File: config.mk
export PLATFORM = sky130hd
export DESIGN_NAME = shared_parallel_io_port
export DESIGN_NICKNAME = d
export VERILOG_FILES = /design/src/rtl/pio_pkg.sv /design/src/rtl/pin_ctrl_if.sv /design/src/rtl/pin_mux.sv /design/src/rtl/change_notify.sv /design/src/rtl/shared_parallel_io_port.sv
export SDC_FILE = /design/constraint.sdc
export NUM_CORES = 1
export LEC_CHECK = 0
export ABC_CLOCK_PERIOD_IN_PS = 1800
export BUFFER_PORTS_ARGS = -buffer_cell sky130_fd_sc_hd__buf_4
export CAP_MARGIN = 20
export CORE_MARGIN = 1
export CORE_UTILIZATION = 49
export CTS_CLUSTER_SIZE = 12
export DETAILED_ROUTE_END_ITERATION = 6
export PLACE_DENSITY = 0.83
export SETUP_SLACK_MARGIN = 0.5
export SLEW_MARGIN = 20
export SYNTH_ARGS = -nofsm -noshare
export SYNTH_HDL_FRONTEND = slang
export SYNTH_SLANG_ARGS = --single-unit
export TNS_END_PERCENT = 20
File: constraint.sdc
create_clock -name clk -period 1.8 [get_ports clk]
set_clock_uncertainty 0.15 [all_clocks]
set_input_delay 0.18 -clock clk [delete_from_list [all_inputs] [get_ports clk]]
set_output_delay 0.18 -clock clk [all_outputs]
set_load 0.02 [all_outputs]
File: src/rtl/pio_pkg.sv
package pio_pkg;

    // ----------------------------------------------------------------
    // Geometry
    // ----------------------------------------------------------------
    localparam int PORT_WIDTH = 16;
    localparam int NOTIFY_COUNT = 24;
    localparam int NOTIFY_REG1_WIDTH = 16;
    localparam int NOTIFY_REG2_WIDTH = 8;
    localparam int ADC_COUNT = 2;
    localparam int AN_CHANNELS = 32;

    // ----------------------------------------------------------------
    // Reset values (per bit)
    // ----------------------------------------------------------------
    localparam logic DIR_RESET_BIT = 1'b1;
    localparam logic LATCH_RESET_BIT = 1'b0;
    localparam logic OPEN_DRAIN_RESET_BIT = 1'b0;
    localparam logic ANALOG_CFG_RESET_BIT = 1'b0;
    localparam logic NOTIFY_EN_RESET_BIT = 1'b0;
    localparam logic PULLUP_RESET_BIT = 1'b0;
    localparam logic FLAG_RESET_BIT = 1'b0;

    // ----------------------------------------------------------------
    // Variant masks
    // ----------------------------------------------------------------
    localparam logic [PORT_WIDTH-1:0] IMPL_MASK_DEFAULT = 16'hFFFF;
    localparam logic [PORT_WIDTH-1:0] ANALOG_MASK_DEFAULT = 16'h00FF;
    localparam logic [PORT_WIDTH-1:0] INPUT_ONLY_MASK_DEFAULT = 16'h0000;

    typedef enum logic {OWNER_PORT, OWNER_PERIPH} pin_owner_t;

endpackage

File: src/rtl/pin_ctrl_if.sv
`timescale 1ns/1ps
interface pin_ctrl_if #(parameter int W = 16);
    logic [W-1:0] dir;
    logic [W-1:0] latch;
    logic [W-1:0] od;
    logic [W-1:0] periph_en;
    logic [W-1:0] periph_active;
    logic [W-1:0] periph_out;
    logic [W-1:0] periph_oe;
    logic [W-1:0] owned;
    logic [W-1:0] port_drives;
    logic [W-1:0] pin_out;
    logic [W-1:0] pin_oe;
    logic [W-1:0] periph_in;

    modport ctrl (
        output dir, latch, od, periph_en, periph_active, periph_out, periph_oe,
        input owned, port_drives, pin_out, pin_oe, periph_in
    );
    modport mux (
        input dir, latch, od, periph_en, periph_active, periph_out, periph_oe,
        output owned, port_drives, pin_out, pin_oe, periph_in
    );
endinterface

File: src/rtl/pin_mux.sv
`timescale 1ns/1ps
module pin_mux
    import pio_pkg::*;
#(
    parameter int W = PORT_WIDTH,
    parameter logic [W-1:0] IMPL_MASK = IMPL_MASK_DEFAULT,
    parameter logic [W-1:0] INPUT_ONLY_MASK = INPUT_ONLY_MASK_DEFAULT
) (
    input wire logic clk,
    input wire logic arst_n,
    input wire logic [W-1:0] pin_in,
    pin_ctrl_if.mux pc
);
    logic [W-1:0] out_reg, out_next;
    logic [W-1:0] oe_reg, oe_next;
    logic [W-1:0] pin_in_reg, pin_in_next;

    // ----------------------------------------------------------------
    // Per-pin output ownership
    // ----------------------------------------------------------------
    for (genvar i = 0; i < W; i++) begin : g_pin
        pin_owner_t owner;
        logic port_oe;
        always_comb begin
            // Input-only sharers never compete for the driver
            owner = (IMPL_MASK[i] && !INPUT_ONLY_MASK[i] && pc.periph_en[i]
                     && pc.periph_active[i]) ? OWNER_PERIPH : OWNER_PORT;
            // Open drain: drive low only, release for a one
            port_oe = IMPL_MASK[i] && !pc.dir[i]
                      && (!pc.od[i] || !pc.latch[i]);
            if (owner == OWNER_PERIPH) begin
                out_next[i] = pc.periph_out[i];
                oe_next[i] = pc.periph_oe[i];
            end else begin
                out_next[i] = pc.latch[i] && !pc.od[i];
                oe_next[i] = port_oe;
            end
            // Peripheral input is masked low in each cycle the port drives the pin
            pin_in_next[i] = IMPL_MASK[i] && pin_in[i]
                             && !(owner == OWNER_PORT && port_oe);
            pc.owned[i] = (owner == OWNER_PERIPH);
            pc.port_drives[i] = (owner == OWNER_PORT) && port_oe;
        end
    end

    always_ff @(posedge clk or negedge arst_n) begin
        if (!arst_n) begin
            out_reg <= '0;
            oe_reg <= '0;
            pin_in_reg <= '0;
        end else begin
            out_reg <= out_next;
            oe_reg <= oe_next;
            pin_in_reg <= pin_in_next;
        end
    end

    assign pc.pin_out = out_reg;
    assign pc.pin_oe = oe_reg;
    assign pc.periph_in = pin_in_reg;
endmodule

File: src/rtl/change_notify.sv
`timescale 1ns/1ps
module change_notify
    import pio_pkg::*;
#(
    parameter int N = NOTIFY_COUNT
) (
    input wire logic clk,
    input wire logic arst_n,
    input wire logic [N-1:0] notify_in,
    input wire logic [N-1:0] notify_enable,
    input wire logic flag_clr,
    output logic change_flag
);
    logic [N-1:0] prev_reg, prev_next;
    logic flag_reg, flag_next;

    // ----------------------------------------------------------------
    // Change detection
    // ----------------------------------------------------------------
    // Reference is sampled every cycle, so enabling a pin late never
    // reports a stale difference. No enable gates this logic: it keeps
    // watching as long as its clock runs, sleep included.
    always_comb begin
        prev_next = notify_in;
        // Set wins over a clear in the same cycle
        flag_next = (|((notify_in ^ prev_reg) & notify_enable))
                    || (flag_reg && !flag_clr);
    end

    always_ff @(posedge clk or negedge arst_n) begin
        if (!arst_n) begin
            prev_reg <= '0;
            flag_reg <= FLAG_RESET_BIT;
        end else begin
            prev_reg <= prev_next;
            flag_reg <= flag_next;
        end
    end

    assign change_flag = flag_reg;
endmodule

File: src/rtl/shared_parallel_io_port.sv
`timescale 1ns/1ps
module shared_parallel_io_port
    import pio_pkg::*;
#(
    parameter int W = PORT_WIDTH,
    parameter logic [W-1:0] IMPL_MASK = IMPL_MASK_DEFAULT,
    parameter logic [W-1:0] ANALOG_MASK = ANALOG_MASK_DEFAULT,
    parameter logic [W-1:0] INPUT_ONLY_MASK = INPUT_ONLY_MASK_DEFAULT,
    parameter int AN_BASE = 0,
    parameter bit DUAL_ADC = 1'b1
) (
    input wire logic clk,
    input wire logic arst_n,
    input wire logic [PORT_WIDTH-1:0] reg_wdata,
    input wire logic dir_wr,
    input wire logic latch_wr,
    input wire logic port_wr,
    input wire logic open_drain_wr,
    input wire logic [ADC_COUNT-1:0] cfg_low_wr,
    input wire logic [ADC_COUNT-1:0] cfg_high_wr,
    input wire logic notify_en_1_wr,
    input wire logic notify_en_2_wr,
    input wire logic pullup_1_wr,
    input wire logic pullup_2_wr,
    input wire logic change_irq_clr,
    input wire logic [W-1:0] pin_in,
    input wire logic [W-1:0] periph_en,
    input wire logic [W-1:0] periph_active,
    input wire logic [W-1:0] periph_out,
    input wire logic [W-1:0] periph_oe,
    input wire logic [NOTIFY_COUNT-1:0] change_notify_input,
    output logic [W-1:0] pin_direction,
    output logic [W-1:0] output_latch,
    output logic [W-1:0] pin_level_readback,
    output logic [W-1:0] open_drain_select,
    output logic [ADC_COUNT-1:0][15:0] analog_pin_config_low,
    output logic [ADC_COUNT-1:0][15:0] analog_pin_config_high,
    output logic [NOTIFY_REG1_WIDTH-1:0] change_irq_enable_1,
    output logic [NOTIFY_REG2_WIDTH-1:0] change_irq_enable_2,
    output logic [NOTIFY_REG1_WIDTH-1:0] pullup_enable_1,
    output logic [NOTIFY_REG2_WIDTH-1:0] pullup_enable_2,
    output logic change_irq,
    output logic [W-1:0] pin_out,
    output logic [W-1:0] pin_oe,
    output logic [W-1:0] periph_in
);
    // ----------------------------------------------------------------
    // Storage
    // ----------------------------------------------------------------
    logic [W-1:0] dir_reg, dir_next;
    logic [W-1:0] latch_reg, latch_next;
    logic [W-1:0] od_reg, od_next;
    logic [W-1:0] readback_reg, readback_next;
    logic [ADC_COUNT-1:0][15:0] cfg_low_reg, cfg_low_next;
    logic [ADC_COUNT-1:0][15:0] cfg_high_reg, cfg_high_next;
    logic [NOTIFY_REG1_WIDTH-1:0] notify_en_1_reg, notify_en_1_next;
    logic [NOTIFY_REG2_WIDTH-1:0] notify_en_2_reg, notify_en_2_next;
    logic [NOTIFY_REG1_WIDTH-1:0] pu_1_reg, pu_1_next;
    logic [NOTIFY_REG2_WIDTH-1:0] pu_2_reg, pu_2_next;
    logic [ADC_COUNT-1:0][AN_CHANNELS-1:0] channel_cfg;
    logic [W-1:0] analog;

    pin_ctrl_if #(.W(W)) pc ();

    // ----------------------------------------------------------------
    // Analog selection
    // ----------------------------------------------------------------
    // Config bits are active low: a cleared bit in either converter wins.
    // A single-converter variant treats the second converter as digital.
    for (genvar i = 0; i < W; i++) begin : g_analog
        always_comb begin
            analog[i] = ANALOG_MASK[i] && IMPL_MASK[i]
                && (!channel_cfg[0][AN_BASE + i]
                    || (DUAL_ADC && !channel_cfg[1][AN_BASE + i]));
        end
    end

    always_comb begin
        for (int c = 0; c < ADC_COUNT; c++) begin
            channel_cfg[c] = {cfg_high_reg[c], cfg_low_reg[c]};
        end
    end

    // ----------------------------------------------------------------
    // Next-state of the software-visible registers
    // ----------------------------------------------------------------
    always_comb begin
        dir_next = dir_reg;
        latch_next = latch_reg;
        od_next = od_reg;
        cfg_low_next = cfg_low_reg;
        cfg_high_next = cfg_high_reg;
        notify_en_1_next = notify_en_1_reg;
        notify_en_2_next = notify_en_2_reg;
        pu_1_next = pu_1_reg;
        pu_2_next = pu_2_reg;
        if (dir_wr) begin
            dir_next = reg_wdata[W-1:0] & IMPL_MASK;
        end
        // A latch write beats a port write landing in the same cycle
        if (latch_wr) begin
            latch_next = reg_wdata[W-1:0] & IMPL_MASK;
        end else if (port_wr) begin
            latch_next = reg_wdata[W-1:0] & IMPL_MASK;
        end
        if (open_drain_wr) begin
            od_next = reg_wdata[W-1:0] & IMPL_MASK;
        end
        for (int c = 0; c < ADC_COUNT; c++) begin
            if (cfg_low_wr[c]) begin
                cfg_low_next[c] = reg_wdata;
            end
            if (cfg_high_wr[c]) begin
                cfg_high_next[c] = reg_wdata;
            end
        end
        if (notify_en_1_wr) begin
            notify_en_1_next = reg_wdata[NOTIFY_REG1_WIDTH-1:0];
        end
        if (notify_en_2_wr) begin
            notify_en_2_next = reg_wdata[NOTIFY_REG2_WIDTH-1:0];
        end
        if (pullup_1_wr) begin
            pu_1_next = reg_wdata[NOTIFY_REG1_WIDTH-1:0];
        end
        if (pullup_2_wr) begin
            pu_2_next = reg_wdata[NOTIFY_REG2_WIDTH-1:0];
        end
        // Analog pins read low whatever the voltage
        readback_next = pin_in & ~analog & IMPL_MASK;
    end

    always_ff @(posedge clk or negedge arst_n) begin
        if (!arst_n) begin
            dir_reg <= {W{DIR_RESET_BIT}} & IMPL_MASK;
            latch_reg <= {W{LATCH_RESET_BIT}};
            od_reg <= {W{OPEN_DRAIN_RESET_BIT}};
            readback_reg <= '0;
            cfg_low_reg <= {(ADC_COUNT * 16){ANALOG_CFG_RESET_BIT}};
            cfg_high_reg <= {(ADC_COUNT * 16){ANALOG_CFG_RESET_BIT}};
            notify_en_1_reg <= {NOTIFY_REG1_WIDTH{NOTIFY_EN_RESET_BIT}};
            notify_en_2_reg <= {NOTIFY_REG2_WIDTH{NOTIFY_EN_RESET_BIT}};
            pu_1_reg <= {NOTIFY_REG1_WIDTH{PULLUP_RESET_BIT}};
            pu_2_reg <= {NOTIFY_REG2_WIDTH{PULLUP_RESET_BIT}};
        end else begin
            dir_reg <= dir_next;
            latch_reg <= latch_next;
            od_reg <= od_next;
            readback_reg <= readback_next;
            cfg_low_reg <= cfg_low_next;
            cfg_high_reg <= cfg_high_next;
            notify_en_1_reg <= notify_en_1_next;
            notify_en_2_reg <= notify_en_2_next;
            pu_1_reg <= pu_1_next;
            pu_2_reg <= pu_2_next;
        end
    end

    // ----------------------------------------------------------------
    // Pin multiplexing
    // ----------------------------------------------------------------
    // Unimplemented direction bits read zero but the mux masks them, so
    // they never turn a driver on.
    assign pc.dir = dir_reg;
    assign pc.latch = latch_reg;
    assign pc.od = od_reg;
    assign pc.periph_en = periph_en;
    assign pc.periph_active = periph_active;
    assign pc.periph_out = periph_out;
    assign pc.periph_oe = periph_oe;

    pin_mux #(
        .W(W),
        .IMPL_MASK(IMPL_MASK),
        .INPUT_ONLY_MASK(INPUT_ONLY_MASK)
    ) u_pin_mux (
        .clk(clk),
        .arst_n(arst_n),
        .pin_in(pin_in),
        .pc(pc.mux)
    );

    // ----------------------------------------------------------------
    // Change notification
    // ----------------------------------------------------------------
    change_notify #(
        .N(NOTIFY_COUNT)
    ) u_change_notify (
        .clk(clk),
        .arst_n(arst_n),
        .notify_in(change_notify_input),
        .notify_enable({notify_en_2_reg, notify_en_1_reg}),
        .flag_clr(change_irq_clr),
        .change_flag(change_irq)
    );

    // ----------------------------------------------------------------
    // Outputs
    // ----------------------------------------------------------------
    assign pin_direction = dir_reg;
    assign output_latch = latch_reg;
    assign pin_level_readback = readback_reg;
    assign open_drain_select = od_reg;
    assign analog_pin_config_low = cfg_low_reg;
    assign analog_pin_config_high = cfg_high_reg;
    assign change_irq_enable_1 = notify_en_1_reg;
    assign change_irq_enable_2 = notify_en_2_reg;
    // Pad pull-ups follow these bits directly
    assign pullup_enable_1 = pu_1_reg;
    assign pullup_enable_2 = pu_2_reg;
    assign pin_out = pc.pin_out;
    assign pin_oe = pc.pin_oe;
    assign periph_in = pc.periph_in;

    // ----------------------------------------------------------------
    // Checks
    // ----------------------------------------------------------------
    property p_dir_write;
        @(posedge clk) disable iff (!arst_n)
        dir_wr |=> pin_direction == ($past(reg_wdata[W-1:0]) & IMPL_MASK);
    endproperty
    a_dir_write: assert property (p_dir_write)
        else $error("direction write not stored");

    property p_port_write;
        @(posedge clk) disable iff (!arst_n)
        (port_wr && !latch_wr) |=> output_latch == ($past(reg_wdata[W-1:0]) & IMPL_MASK);
    endproperty
    a_port_write: assert property (p_port_write)
        else $error("port write did not reach latch");

    property p_readback;
        @(posedge clk) disable iff (!arst_n)
        1'b1 |=> pin_level_readback == ($past(pin_in) & ~$past(analog) & IMPL_MASK);
    endproperty
    a_readback: assert property (p_readback)
        else $error("readback differs from sampled pins");

    property p_unimpl_zero;
        @(posedge clk) disable iff (!arst_n)
        ((pin_direction | output_latch | pin_level_readback | pin_oe | periph_in)
            & ~IMPL_MASK) == '0;
    endproperty
    a_unimpl_zero: assert property (p_unimpl_zero)
        else $error("unimplemented bit not inert");

    property p_periph_owns;
        @(posedge clk) disable iff (!arst_n)
        (pc.owned != '0) |=> ((pin_oe ^ $past(periph_oe)) & $past(pc.owned)) == '0
            && ((pin_out ^ $past(periph_out)) & $past(pc.owned)) == '0;
    endproperty
    a_periph_owns: assert property (p_periph_owns)
        else $error("active peripheral lost its pin");

    property p_no_loop;
        @(posedge clk) disable iff (!arst_n)
        (pc.port_drives != '0) |=> (periph_in & $past(pc.port_drives)) == '0;
    endproperty
    a_no_loop: assert property (p_no_loop)
        else $error("port output looped into peripheral");

    property p_open_drain;
        @(posedge clk) disable iff (!arst_n)
        (od_reg != '0) |=> (pin_oe & pin_out & $past(od_reg) & ~$past(pc.owned)) == '0;
    endproperty
    a_open_drain: assert property (p_open_drain)
        else $error("open-drain pin driven high");

    property p_change_set;
        @(posedge clk) disable iff (!arst_n)
        (|(($past(change_notify_input) ^ change_notify_input)
            & {notify_en_2_reg, notify_en_1_reg})) ##1 1'b1 |-> change_irq;
    endproperty
    a_change_set: assert property (p_change_set)
        else $error("enabled change did not set flag");

    property p_flag_hold;
        @(posedge clk) disable iff (!arst_n)
        (change_irq && !change_irq_clr) |=> change_irq [*2] or (change_irq ##1 !change_irq);
    endproperty
    a_flag_hold: assert property (p_flag_hold)
        else $error("change flag dropped without clear");

    property p_flag_clear;
        @(posedge clk) disable iff (!arst_n)
        (change_irq_clr && ({notify_en_2_reg, notify_en_1_reg} == '0)) |=> !change_irq;
    endproperty
    a_flag_clear: assert property (p_flag_clear)
        else $error("flag set with no enabled input");

    c_periph_take: cover property (@(posedge clk) disable iff (!arst_n)
        pc.port_drives != '0 ##1 pc.owned != '0);
    c_change_irq: cover property (@(posedge clk) disable iff (!arst_n)
        !change_irq ##1 change_irq);
    c_analog_read: cover property (@(posedge clk) disable iff (!arst_n)
        (pin_in & analog) != '0);
    c_port_write: cover property (@(posedge clk) disable iff (!arst_n)
        port_wr ##2 pin_oe != '0);
endmodule

==> results of run 1 <==
## layout make-up
type                            count  area share
Clock buffer                       45      0.0537
Timing Repair Buffer              572       0.326
Clock inverter                      2    0.000652
Tap cell                          229      0.0187
Sequential cell                   249       0.408
Multi-Input combinational cell    321       0.194
## how the worst max path moves through the flow
| stage | slack [ns] | end | start | cells past startpoint |
|---|---|---|---|---|
| final | 0.22 | u_change_notify.change_flag | u_change_notify.prev_reg[23] | 6 |
| after global routing | 0.15 | u_change_notify.change_flag | u_change_notify.prev_reg[7] | 5 |
| after CTS | 0.22 | u_change_notify.change_flag | u_change_notify.prev_reg[10] | 5 |
| after detailed placement | 0.11 | u_change_notify.change_flag | u_change_notify.prev_reg[23] | 6 |
| after global placement | 0.15 | u_change_notify.change_flag | u_change_notify.prev_reg[23] | 6 |
| after floorplan | 0.35 | u_change_notify.change_flag | u_change_notify.prev_reg[7] | 5 |
## synth_stat cells
master	n	area, um2
dfrtp_1	233	5830
mux2_1	138	1550
nand2_1	33	124
xor2_1	23	201
mux2_2	22	248
a221oi_1	18	158
clkbuf_1	18	67.6
nor2b_1	17	106
a31o_1	16	140
dfstp_2	16	420
nand3_1	16	80.1
nand3b_1	16	120
buf_2	9	45.0
and3_1	8	50.1
a22oi_1	6	45.0
a22o_1	2	17.5
nand4_1	2	12.5
a2111oi_2	1	15.0
a222oi_1	1	10.0
nor2_2	1	6.26
xor2_2	1	16.3
## logic make-up (layout without fill, tap and decap cells)
logic type	Yosys count	in the layout	synth area share
flops	249	249	0.674
mux	160	160	0.194
simple gates	93	93	0.0539
compound gates	44	44	0.0416
buf+inv	27	619	0.0121
xor+xnor	24	24	0.0235
## metal layers
| metal | wire length [um] | vias to the layer above | global-route usage |
|---|---|---|---|
| met1 | 12700 | 4164 | 0.403 |
| met4 | 2820 | 2 | 0.218 |
| li1 | - | 3284 | - |
| met5 | 13 | - | 0 |
| met2 | 19300 | 621 | 0.657 |
| met3 | 3460 | 217 | 0.0919 |
## timing repair
item | in CTS | in global routing
buffers inserted | 39 | 19
hold buffers | 147 | 0
endpoints found under the setup margin | 226 | 270
endpoints found under the hold margin | 487 | 0
pin swaps | 9 | 2
gates resized for setup | 46 | 41
## stage by stage
step / hold slack, ns / cells / area (um2) / util / setup WS (ns)
6_report: 0.0515 / 1418 / 15300 / 0.840 / 0.224
3_5_place_dp: -0.0607 / 1166 / 12300 / 0.671 / 0.114
2_1_floorplan: -0.266 / 597 / 9270 / - / 0.347
3_3_place_gp: -0.0631 / 1166 / 12300 / 0.671 / 0.155
5_1_grt: 0.0438 / 1418 / 15300 / 0.840 / 0.154
4_1_cts: -0.00140 / 1399 / 15000 / 0.822 / 0.222
## power groups by stage
stage / combinational [mW] / clock, mW / sequential (mW)
detailed placement: 2.66 / 0 / 6.56
global placement: 2.61 / 0 / 6.54
finish: 3.48 / 5.34 / 6.54
CTS: 3.15 / 5.23 / 6.45
global route: 3.60 / 5.58 / 6.57
floorplan: 0.582 / 0 / 7.12
==> reports/results.ini, run 1 <==
[place]
dp_hpwl_um = 18400
numPortBuffers = 359
gp_congestion = 0.849

[finish]
syn_to_final_growth_pct = 65.6
nets = 1305
final_common_cell = buf_4
antenna_cells = 0
register_area_um2 = 6260
final_layout_size_suffix_gt1_frac = 0.431
final_cell_mix = buf_4 (346), dfrtp_1 (229), dlygate4sd3_1 (147)
multiInputGateArea_um2 = 2970
fillCellCount = 808

[synthesis]
ys_ff_latch = 249
synthCells = 597
synth_area_per_cell_um2 = 15.5
synth_cell_types = 21
ys_seq_area_frac = 0.674
syn-num-nets = 732
synth_area_um2 = 9270
yosysWarnings = 0

[cts]
numCtsBuffers = 26
cts_buffer_depth = 3
htreeDepth = 1
clk_latency_ns = 0.52
clock_sinks = 249
clk_pin_slew_ns = 0.07
root_buffer = clkbuf_16
tritoncts = built

[power]
power.internal_mw = 10.9
p_comb_frac = 0.227
power.total_mw = 15.4
ir_worst_vdd_uv = 817
seqPwrFrac = 0.426
sw_frac_of_total = 0.290
p_per_area_nw_per_um2 = 1000
p_switching_mw = 4.46
power_leakage_nw = 7.22
pwr-share-clk = 0.348

[worst_setup_path]
crit_buf_inv = 1
cp_data_arrival_time_ns = 1.80
r2r_start = u_change_notify.prev_reg[23]
r2r_cells = 6
path_class = reg2reg
slowest_stage = dfrtp_1
worstPathCellList = xor2_1 -> a22oi_2 -> buf_4 -> nand2_1 -> a2111oi_2 -> nand4_1
reg2reg_to = u_change_notify.change_flag
critical_path_required_ns = 2.02
start_kind = flop
cpLargestDelayFamily = compound AO/OA/AOI/OAI gates
cp_slowest_stage_delay_ns = 0.38
r2r_setup_slack_ns = 0.22
crit_path_max_fanout = 1
end_kind = flop

[routing]
via_per_inst = 5.84
wl_per_cell_um = 27.0
drtIter0Drc = 477
via_count = 8288
drc = 0
wirelength_um = 38200
dr.pass1.iters = 4
drtAntennaViolNets = 0

[outcome]
status = completed

[sta]
min_period_over_period = 0.876
fmax_mhz = 634
tns_ns = 0
worst_pin_slew_ns = 0.547
finalHoldViolCount = 0
slew_viol_final = 0
min_period_ns = 1.58
rsz0062_at_grt = yes
slew_headroom = 0.635
setup_viol = 0

[floorplan]
core_um2 = 18300
die_w_um = 140
dieArea_um2 = 19500
fp.dieH_um = 140
rows = 49
initial_core_util = 0.507
io_pins = 360

[grt]
grtUsageTotal = 0.371
grt_pass1_vias = 8917
grt_antenna_before_repair = 1
grt_pass1_wl_um = 53900
grt_start_max_net_pins = 55
grt_remaining_overflow = 0

[flow_run]
drv_cap = 0

[worst_hold_path]
hold_class = in2async

Note: power is estimated with default switching activity, not from simulation.
==> run 2: changes to the inputs <==
CTS_CLUSTER_DIAMETER = 80   (was unset)
RECOVER_POWER = 25   (was unset)
==> run 2 against run 1 <==
  * Sequential power is essentially flat
  * Critical path depth is the same
  * Cell area shrank 2.5%
  * Largest power group unchanged
==> reports/results.ini, run 2 (synthesis results as in run 1) <==
[routing]
wirelength_um = 37200
wl_per_cell_um = 26.4
drtIter0Drc = 564
via_per_inst = 5.79
via_count = 8143
dr.pass1.iters = 4
drc = 0
drtAntennaViolNets = 0

[finish]
final_cell_mix = buf_4 (305), dfrtp_1 (229), dlygate4sd3_1 (143)
final_common_cell = buf_4
nets = 1295
final_layout_size_suffix_gt1_frac = 0.393
syn_to_final_growth_pct = 61.4

[worst_setup_path]
cp_num_cells = 6
crit_buf_inv = 1
cp-endpoint = u_change_notify.change_flag
reg2reg_to = u_change_notify.change_flag
cp_data_arrival_time_ns = 1.87
crit_path_max_fanout = 1
start_kind = flop
cp_slowest_stage_delay_ns = 0.38
slowest_stage = dfrtp_1
worstPathCellList = xor2_1 -> a22oi_1 -> buf_4 -> nand2_4 -> a2111oi_4 -> nand4_1
startpoint = u_change_notify.prev_reg[23]
r2r_start = u_change_notify.prev_reg[23]
cpLargestDelayFamily = compound AO/OA/AOI/OAI gates
critical_path_required_ns = 2.01
end_kind = flop
r2r_cells = 6
r2r_setup_slack_ns = 0.14
path_class = reg2reg

[grt]
grt_start_max_net_pins = 55
grt_pass1_wl_um = 51400
grtUsageTotal = 0.352
grt_antenna_before_repair = 1
grt_remaining_overflow = 0
grt_pass1_vias = 8654

[place]
dp_hpwl_um = 18400
gp_congestion = 0.849
pre_cts_slack_ns = 0.114
numPortBuffers = 359

[cts]
root_buffer = clkbuf_16
clk_pin_slew_ns = 0.07
cts_buffer_depth = 3
numCtsBuffers = 24
clk_latency_ns = 0.51
clock_sinks = 249
tritoncts = built
htreeDepth = 1

[power]
p_per_area_nw_per_um2 = 977
ir_worst_vdd_uv = 746
power.total_mw = 14.6
sw_frac_of_total = 0.294
power_leakage_nw = 6.96
p_switching_mw = 4.29
p_comb_frac = 0.231
pwr-share-clk = 0.321
seqPwrFrac = 0.447
power.internal_mw = 10.3

[outcome]
status = completed

[sta]
worst_pin_slew_ns = 0.651
tns_ns = 0
fin_ws_ns = 0.136
rsz0062_at_grt = yes
finalHoldViolCount = 0
slew_headroom = 0.566
setup_viol = 0
min_period_over_period = 0.924
slew_viol_final = 0
min_period_ns = 1.66
fmax_mhz = 601

[floorplan]
dieArea_um2 = 19500
core_um2 = 18300
io_pins = 360
fp.dieH_um = 140
initial_core_util = 0.507
rows = 49
die_w_um = 140

[flow_run]
drv_cap = 0

[worst_hold_path]
hold_class = in2async

run 2: cell types whose count changed in the layout (fill, tap and decap cells not counted), moves of 2 or more:
| cell | previous run | this run |
|---|---|---|
| buf_4 | 346 | 305 |
| clkbuf_1 | 10 | 51 |
| clkbuf_4 | 0 | 9 |
| clkbuf_8 | 8 | 0 |
| dlygate4sd3_1 | 147 | 143 |
| buf_12 | 4 | 1 |
| buf_6 | 74 | 71 |
| clkbuf_16 | 27 | 25 |
run 2: worst min path at each step:
| stage | endpoint | startpoint | slack (ns) | cells past startpoint |
|---|---|---|---|---|
| after floorplan | analog_pin_config_high[0] | arst_n | -0.27 | 0 |
| after global placement | u_pin_mux.pc.periph_in[12] | arst_n | -0.06 | 1 |
| after detailed placement | pin_level_readback[6] | arst_n | -0.06 | 1 |
| after CTS | pin_direction[5] | dir_wr | 0.001 | 2 |
| after global routing | analog_pin_config_high[2] | cfg_high_wr[0] | 0.02 | 2 |
| final | pin_level_readback[9] | arst_n | 0.03 | 2 |
run 2: per-layer routing:
metal	share of wire	vias up	track usage
li1	-	3253	-
met1	0.33	4156	0.384
met2	0.51	550	0.631
met3	0.085	184	0.0791
met4	0.069	0	0.201
met5	0	-	0
run 2: layout make-up:
type / instances / area [um2]
Antenna cell: 1 / 2.50
Sequential cell: 249 / 6260
Fill cell: 900 / 3310
Clock buffer: 42 / 689
Tap cell: 229 / 287
Clock inverter: 1 / 5.00
Timing Repair Buffer: 564 / 4750
Multi-Input combinational cell: 321 / 2970
run 2: stage by stage:
stage | utilization | cell area, um2 | std cells | hold slack (ns)
2_1_floorplan | - | 9270 | 597 | -0.266
3_3_place_gp | 0.671 | 12300 | 1166 | -0.0631
3_5_place_dp | 0.671 | 12300 | 1166 | -0.0607
4_1_cts | 0.811 | 14800 | 1388 | 0.00101
5_1_grt | 0.819 | 15000 | 1407 | 0.0192
6_report | 0.819 | 15000 | 1407 | 0.0252
run 2: power groups by stage:
stage          Clock, mW  Combinational (mW)  Sequential, mW
2_1_floorplan          0               0.582            7.12
3_3_place_gp           0                2.61            6.54
3_5_place_dp           0                2.66            6.56
5_1_grt             4.99                3.51            6.57
6_report            4.70                3.38            6.54
4_1_cts             4.65                3.13            6.45
run 2: what timing repair did:
item                                   CTS  global route
resized for setup                       46            38
hold buffers                           143             0
buffers inserted                        36            18
endpoints found under the hold margin  484             0
pin swaps                                8             6
setup endpoints to repair              226           266
